`src/hw/bvs_pkg.sv`:
```
// shared constants and types for the bitplane video shifter
package bvs_pkg;
  localparam int WORD_W = 16;
  localparam int PAL_ENTRIES = 16;
  localparam int PAL_IDX_W = 4;
  localparam int LEVEL_W = 3;
  localparam int PLANES_MAX = 4;
  localparam int FB_BYTES = 32768;
  localparam int FB_ALIGN_BYTES = 256;
  localparam int ADDR_W = 23;
  localparam int FB_WORDS = FB_BYTES / 2;
  localparam int PAL_ENTRY_W = 3 * LEVEL_W;
  localparam logic [ADDR_W-1:0] BASE_ALIGN_MASK = 23'h0000ff;
  localparam logic [PAL_ENTRY_W-1:0] PAL_RESET = 9'h000;
  localparam int RED_LSB = 6;
  localparam int GRN_LSB = 3;
  localparam int BLU_LSB = 0;
  localparam int INVERT_BIT = 0;
  localparam int BIT_CNT_W = 4;
  localparam logic [BIT_CNT_W-1:0] LAST_BIT = 4'hf;

  // display resolutions
  typedef enum logic [1:0] {
    BVS_RES_LOW = 2'b00,
    BVS_RES_MED = 2'b01,
    BVS_RES_HIGH = 2'b10
  } bvs_res_t;

  // fetch sequencer on the memory side
  typedef enum logic [1:0] {
    BVS_F_IDLE = 2'b00,
    BVS_F_LOAD = 2'b01,
    BVS_F_WAIT = 2'b11
  } bvs_fetch_t;

  function automatic logic [2:0] planes_of(input bvs_res_t res);
    unique case (res)
      BVS_RES_LOW: planes_of = 3'h4;
      BVS_RES_MED: planes_of = 3'h2;
      default: planes_of = 3'h1;
    endcase
  endfunction
endpackage

```
`src/hw/bvs_link_if.sv`:
```
// link between memory controller end and video shifter end
`timescale 1ns/1ps
interface bvs_link_if;
  import bvs_pkg::*;
  logic [WORD_W-1:0] data;
  logic shift_load_strobe;
  logic palette_write_select;
  logic [PAL_IDX_W-1:0] pal_addr;
  logic line_visible_strobe;
  logic blank;
  logic vsync;

  modport shifter (
    input data, shift_load_strobe, palette_write_select, pal_addr,
    input line_visible_strobe, blank, vsync
  );
  modport memctl (
    output data, shift_load_strobe, palette_write_select, pal_addr,
    output line_visible_strobe, blank, vsync
  );
endinterface

```
`src/hw/bvs_shifter.sv`:
```
// video shifter end: plane words to palette-mapped pixels
`timescale 1ns/1ps
module bvs_shifter
  import bvs_pkg::*;
(
  // clock and reset
  input wire logic clk,
  input wire logic rst,
  // link to memory controller
  bvs_link_if.shifter link,
  // mode and status
  input wire logic [1:0] res_sel,
  input wire logic mono_monitor_detect,
  output logic mono_attached,
  // video outputs
  output logic [LEVEL_W-1:0] red_out,
  output logic [LEVEL_W-1:0] green_out,
  output logic [LEVEL_W-1:0] blue_out,
  output logic mono_out
);
  logic [PAL_ENTRY_W-1:0] pal_ff [PAL_ENTRIES];
  logic [PAL_ENTRY_W-1:0] nxt_pal [PAL_ENTRIES];
  logic [WORD_W-1:0] stage_ff [PLANES_MAX];
  logic [WORD_W-1:0] nxt_stage [PLANES_MAX];
  logic [WORD_W-1:0] shift_ff [PLANES_MAX];
  logic [WORD_W-1:0] nxt_shift [PLANES_MAX];
  logic [1:0] plane_cnt_ff, nxt_plane_cnt;
  logic [BIT_CNT_W-1:0] bit_cnt_ff, nxt_bit_cnt;
  logic run_ff, nxt_run;
  logic ready_ff, nxt_ready;
  logic det_s1_ff, det_s2_ff;
  logic [LEVEL_W-1:0] red_ff, green_ff, blue_ff, nxt_red, nxt_green, nxt_blue;
  logic mono_ff, nxt_mono, attached_ff, nxt_attached;
  bvs_res_t res;
  logic [2:0] nplanes;
  logic [PAL_IDX_W-1:0] idx;
  logic [PAL_ENTRY_W-1:0] entry;
  logic pix_bit;

  assign res = bvs_res_t'(res_sel);
  assign nplanes = planes_of(res);

  // pixel index from the current msb of shift words 0 to 3 in low res and 0 to 1 in medium; zero in high
  always_comb begin
    idx = '0;
    unique case (res)
      BVS_RES_LOW: idx = {shift_ff[3][WORD_W-1], shift_ff[2][WORD_W-1],
                          shift_ff[1][WORD_W-1], shift_ff[0][WORD_W-1]};
      BVS_RES_MED: idx = {2'b00, shift_ff[1][WORD_W-1], shift_ff[0][WORD_W-1]};
      default: idx = '0;
    endcase
  end
  assign entry = pal_ff[idx];
  assign pix_bit = shift_ff[0][WORD_W-1];

  // palette writes from the controller
  always_comb begin
    for (int i = 0; i < PAL_ENTRIES; i++) begin
      nxt_pal[i] = pal_ff[i];
    end
    if (link.palette_write_select) begin
      nxt_pal[link.pal_addr] = link.data[PAL_ENTRY_W-1:0];
    end
  end

  // word staging and serialisation
  always_comb begin
    for (int i = 0; i < PLANES_MAX; i++) begin
      nxt_stage[i] = stage_ff[i];
      nxt_shift[i] = shift_ff[i];
    end
    nxt_plane_cnt = plane_cnt_ff;
    nxt_bit_cnt = bit_cnt_ff;
    nxt_run = run_ff;
    nxt_ready = ready_ff;
    if (run_ff) begin
      for (int i = 0; i < PLANES_MAX; i++) begin
        nxt_shift[i] = {shift_ff[i][WORD_W-2:0], 1'b0};
      end
      nxt_bit_cnt = bit_cnt_ff + 4'h1;
      if (bit_cnt_ff == LAST_BIT) begin
        nxt_run = 1'b0;
      end
    end
    // next group waits until the current sixteen pixels are out
    if (ready_ff && (!run_ff || bit_cnt_ff == LAST_BIT)) begin
      for (int i = 0; i < PLANES_MAX; i++) begin
        nxt_shift[i] = stage_ff[i];
      end
      nxt_run = 1'b1;
      nxt_bit_cnt = '0;
      nxt_ready = 1'b0;
    end
    // words outside a visible line are ignored
    if (link.shift_load_strobe && link.line_visible_strobe) begin
      nxt_stage[plane_cnt_ff] = link.data;
      if ({1'b0, plane_cnt_ff} == nplanes - 3'h1) begin
        nxt_plane_cnt = '0;
        nxt_ready = 1'b1;
      end else begin
        nxt_plane_cnt = plane_cnt_ff + 2'h1;
      end
    end
    // vsync drops any partial group and stops output
    if (link.vsync) begin
      nxt_plane_cnt = '0;
      nxt_ready = 1'b0;
      nxt_run = 1'b0;
    end
  end

  // output stage
  always_comb begin
    nxt_red = '0;
    nxt_green = '0;
    nxt_blue = '0;
    nxt_mono = 1'b0;
    nxt_attached = ~det_s2_ff;
    if (run_ff && !link.blank) begin
      if (res == BVS_RES_HIGH) begin
        nxt_mono = pix_bit ^ pal_ff[0][INVERT_BIT];
      end else begin
        nxt_red = entry[RED_LSB +: LEVEL_W];
        nxt_green = entry[GRN_LSB +: LEVEL_W];
        nxt_blue = entry[BLU_LSB +: LEVEL_W];
      end
    end
  end

  // palette registers
  always_ff @(posedge clk) begin
    if (rst) begin
      for (int i = 0; i < PAL_ENTRIES; i++) begin
        pal_ff[i] <= PAL_RESET;
      end
    end else begin
      pal_ff <= nxt_pal;
    end
  end

  // staging and serialiser registers
  always_ff @(posedge clk) begin
    if (rst) begin
      for (int i = 0; i < PLANES_MAX; i++) begin
        stage_ff[i] <= '0;
        shift_ff[i] <= '0;
      end
      plane_cnt_ff <= '0;
      bit_cnt_ff <= '0;
      run_ff <= 1'b0;
      ready_ff <= 1'b0;
    end else begin
      stage_ff <= nxt_stage;
      shift_ff <= nxt_shift;
      plane_cnt_ff <= nxt_plane_cnt;
      bit_cnt_ff <= nxt_bit_cnt;
      run_ff <= nxt_run;
      ready_ff <= nxt_ready;
    end
  end

  // monitor detect pin synchroniser
  always_ff @(posedge clk) begin
    det_s1_ff <= mono_monitor_detect;
    det_s2_ff <= det_s1_ff;
  end

  // output registers
  always_ff @(posedge clk) begin
    if (rst) begin
      red_ff <= '0;
      green_ff <= '0;
      blue_ff <= '0;
      mono_ff <= 1'b0;
      attached_ff <= 1'b0;
    end else begin
      red_ff <= nxt_red;
      green_ff <= nxt_green;
      blue_ff <= nxt_blue;
      mono_ff <= nxt_mono;
      attached_ff <= nxt_attached;
    end
  end

  assign red_out = red_ff;
  assign green_out = green_ff;
  assign blue_out = blue_ff;
  assign mono_out = mono_ff;
  assign mono_attached = attached_ff;
endmodule // bvs_shifter

```
`src/flat_wrapper.sv`:
```
// flat-port wrapper written by rule: the top's interface ports become plain ports
module bvs_shifter_flat import bvs_pkg::*;
  (clk, rst, res_sel, mono_monitor_detect, mono_attached, red_out, green_out, blue_out, mono_out, link_data, link_shift_load_strobe, link_palette_write_select, link_pal_addr, link_line_visible_strobe, link_blank, link_vsync);
  bvs_link_if link_i ();
  input wire logic clk;
  input wire logic rst;
  input wire logic [1:0] res_sel;
  input wire logic mono_monitor_detect;
  output logic mono_attached;
  output logic [LEVEL_W-1:0] red_out;
  output logic [LEVEL_W-1:0] green_out;
  output logic [LEVEL_W-1:0] blue_out;
  output logic mono_out;
  input wire logic [$bits(link_i.data)-1:0] link_data;
  input wire logic [$bits(link_i.shift_load_strobe)-1:0] link_shift_load_strobe;
  input wire logic [$bits(link_i.palette_write_select)-1:0] link_palette_write_select;
  input wire logic [$bits(link_i.pal_addr)-1:0] link_pal_addr;
  input wire logic [$bits(link_i.line_visible_strobe)-1:0] link_line_visible_strobe;
  input wire logic [$bits(link_i.blank)-1:0] link_blank;
  input wire logic [$bits(link_i.vsync)-1:0] link_vsync;
  assign link_i.data = link_data;
  assign link_i.shift_load_strobe = link_shift_load_strobe;
  assign link_i.palette_write_select = link_palette_write_select;
  assign link_i.pal_addr = link_pal_addr;
  assign link_i.line_visible_strobe = link_line_visible_strobe;
  assign link_i.blank = link_blank;
  assign link_i.vsync = link_vsync;
  bvs_shifter u_core (.clk(clk), .rst(rst), .link(link_i), .res_sel(res_sel), .mono_monitor_detect(mono_monitor_detect), .mono_attached(mono_attached), .red_out(red_out), .green_out(green_out), .blue_out(blue_out), .mono_out(mono_out));
endmodule
```
`config.mk`:
```
export PLATFORM = sky130hd
export DESIGN_NAME = bvs_shifter_flat
export DESIGN_NICKNAME = d
export VERILOG_FILES = /design/src/hw/bvs_pkg.sv /design/src/hw/bvs_link_if.sv /design/src/hw/bvs_shifter.sv /design/src/flat_wrapper.sv
export SDC_FILE = /design/constraint.sdc
export NUM_CORES = 1
export LEC_CHECK = 0
export BUFFER_PORTS_ARGS = -buffer_cell sky130_fd_sc_hd__buf_2
export CAP_MARGIN = 25
export CORE_MARGIN = 4
export CORE_UTILIZATION = 45
export CTS_CLUSTER_SIZE = 20
export DETAILED_ROUTE_END_ITERATION = 10
export SETUP_SLACK_MARGIN = 0.15
export SYNTH_ARGS = -nofsm -noshare
export SYNTH_HDL_FRONTEND = slang
export SYNTH_SLANG_ARGS = --single-unit
```
`constraint.sdc`:
```
create_clock -name clk -period 1.7 [get_ports clk]
set_input_delay 0.34 -clock clk [delete_from_list [all_inputs] [get_ports clk]]
set_output_delay 0.34 -clock clk [all_outputs]
set_load 0.005 [all_outputs]
```
==> results.md <==
- Number of synthesized register bits: 293
- Port buffer count: 40
- Die Height: 174 um
- Relative slew slack: 59.7%
- IR drop worst, VDD: 629 uV
- Netlist cell types: 52
- Initial antenna violation count: 0
- Critical Path Start: u_core.shift_ff[31]
- Post-layout minimum cycle time: 1620 ps
- Pre-antenna DRT Iters: 5
- CTS Buf Count: 31
- Hold Path Class: in2reg
- LEAKAGE: 5.38 nW
- First-pass GRT wire length: 50.4 mm
- Core Area: 27100 um^2
- Largest area contributor in the netlist: dfxtp_1
- WHS Path Cells: 3
- Setup ws final: 79.7 ps
- Status: complete, no violations
- Post-Synthesis Cells: 1396
- WL final: 32.2 mm
- Crit share post-route: 95.3%
- Post-synthesis sequential area ratio: 47.0%
- Setup WS pre-CTS: -1.13 ps
- Slew @ Worst Pin: 605 ps
- Layout cell share with drive strength beyond 1: 19.0%
- Area of placed instances: 13300 um^2
- Post-route ant nets: 0
- Worst R2R Start: u_core.shift_ff[31]
- I/O pins: 41
- Mapped Nets: 1431
- Clk slew on worst S/H paths: 60 ps
- Final Instance Area: 14900 um^2
- Routability congestion estimate: 0.815
- Worst Hold End: u_core.stage_ff[60]
- Number of fill cells in the layout: 2483
- Via count: 9709
- Flop-to-flop setup slack: 80 ps
- Fraction of registers with async set/reset: 0%
- Layout Nets: 1462
- Final Skew: 4.98 ps
- All-layer global routing usage: 20.0%
- Clock Sinks: 293
- Most common flop cell mapped by yosys: dfxtp_1
- Crit end category: register
- Die ar.: 30400 um^2
- Setup violators final: 0
- Largest net degree at the start of global routing: 81
- Max_cap viols: 0
- Post-synth EDFFs: 0
- Vias in the first global route: 9035
- CTS tree: built
- Clk_lat worst skew: 540 ps
- CTS root buf: clkbuf_16
- CP max FO: 5
- Startpoint Class: register
- Starting density of the core: 46.0%
- Row count: 60
- Diode count: 0
- Synth warn: 0
- CP Data Arrival Time: 2040 ps
- Final slew viol count: 0
- Syn_area_per_cell: 8.93 um^2
- H-Tree Depth: 1
- Largest cells by area after synthesis: dfxtp_1, mux2i_1, nand2_1, nor2_1, a311oi_1
- GRT overflow: 0
- Unrepaired setup endpoints after global routing: true
- Post-DP HPWL: 19.9 mm
- Yosys top cell area share: 47.0%
- Final hold violation count: 0
- Commonest cells in the netlist: dfxtp_1, nand2_1, nor2_1
- Initial DRC Count: 823
- Syn-to-layout area delta: 19.1%
- Class of the most critical setup path: reg2reg
- Vias per inst: 5.33
- Clock Tree Buf Depth: 3
- Min-delay src: link_data[12]
- Chip width: 174 um
- Reg2reg end: u_core.green_out[0]
- Worst EP required: 2120 ps
- Mapped cell area: 12500 um^2
- R2R depth: 8
- Max Fclk: 617 MHz
- Most common cell in the netlist: dfxtp_1
- Pwr dens: 958 nW/um^2
- Routed WL per cell: 17.7 um
- Residual DRC count: 0
[worst max path at each step]
stage | endpoint | slack [ps]
3_3_place_gp | u_core.red_out[2] | -20
6_report | u_core.green_out[0] | 80
4_1_cts | u_core.green_out[0] | 100
5_1_grt | u_core.green_out[1] | 20
3_5_place_dp | u_core.red_out[2] | -1
2_1_floorplan | u_core.shift_ff[16] | 180
[cell usage in the layout (no fill, tap or decap), drive strengths merged, types with 6 or more instances in the layout]
cell type / n
a21oi: 75
a22oi: 12
a2bb2oi: 6
a311oi: 60
a32oi: 7
buf: 110
clkbuf: 55
clkinv: 6
dfxtp: 293
inv: 13
mux2: 7
mux2i: 153
mux4: 18
nand2: 294
nand2b: 8
nand3: 16
nor2: 248
nor3: 18
o211ai: 6
o21ai: 6
[cells by family (layout without fill, tap and decap cells)]
group	Yosys count	in the layout	share of synthesized area, %
mux	178	178	16.2
simple gates	603	603	19.6
xor+xnor	5	5	0.351
fa+ha+maj	5	5	0.502
compound gates	180	180	10.8
flops	293	293	47.0
buf+inv	132	185	5.54
[area by class of cell]
| type | instances | area [um^2] | share of cell area [%] |
|---|---|---|---|
| Multi-Input combinational cell | 971 | 6280 | 42.3 |
| Sequential cell | 293 | 5880 | 39.6 |
| Tap cell | 372 | 465 | 3.13 |
| Inverter | 13 | 48.8 | 0.329 |
| Clock buffer | 49 | 913 | 6.15 |
| Clock inverter | 6 | 30.0 | 0.202 |
| Timing Repair Buffer | 117 | 1240 | 8.37 |
[metrics by stage]
step                      total power [mW]  hold WS (ps)  util [%]  instances  TNS (ps)
final                                 14.2          82.9      54.8       1821         0
after global placement                7.99           311      49.1       1752     -19.2
after detailed placement              8.01           316      49.1       1752     -1.13
after CTS                             14.3          63.2      52.8       1811         0
after floorplan                       7.72           310         -       1396         0
after global routing                  14.7          67.2      54.8       1821         0
[flip-flops by register name, summed over array words and instances (netlist names)]
| signal | flops |
|---|---|
| u_core.det_s1_ff | 1 |
| u_core.mono_attached | 1 |
| u_core.ready_ff | 1 |
| u_core.red_out | 3 |
| u_core.green_out | 3 |
| u_core.pal_ff | 144 |
| u_core.run_ff | 1 |
| u_core.stage_ff | 64 |
| u_core.shift_ff | 63 |
| u_core.blue_out | 3 |
| u_core.plane_cnt_ff | 2 |
| u_core.bit_cnt_ff | 4 |
| u_core.mono_out | 1 |
| u_core.det_s2_ff | 1 |
| u_core.pix_bit | 1 |
[report_power, final]
group / total [mW] / internal (mW) / switching, mW
logic: 0.873 / 0.323 / 0.550
clock network: 6.30 / 3.64 / 2.66
registers: 7.05 / 6.98 / 0.0704
[metal layers]
metal	global-route usage, %	vias to the layer above	wire (um)
met5	0	-	0
met4	4.09	0	615
met3	2.28	48	1330
met2	32.3	198	14600
met1	29.2	4661	15600
li1	-	4802	-
[worst max-delay path, stage by stage, from the launching register on]
cell and delay, ps:
dfxtp_4 360, buf_4 110, nand2b_4 60, nor2_4 130
buf_12 140, clkbuf_16 140, mux4_2 300, a22oi_1 170
nand3_1 90
[what timing repair did]
| item | CTS | global route |
|---|---|---|
| pin swaps | 1 | 27 |
| gates resized for setup | 6 | 78 |
| hold buffers | 1 | 0 |
| hold endpoints to repair | 1 | 0 |
| cloned | 1 | 8 |
| endpoints found under the setup margin | 71 | 69 |
| setup buffers | 2 | 2 |
Note: power is estimated with default switching activity, not from simulation.
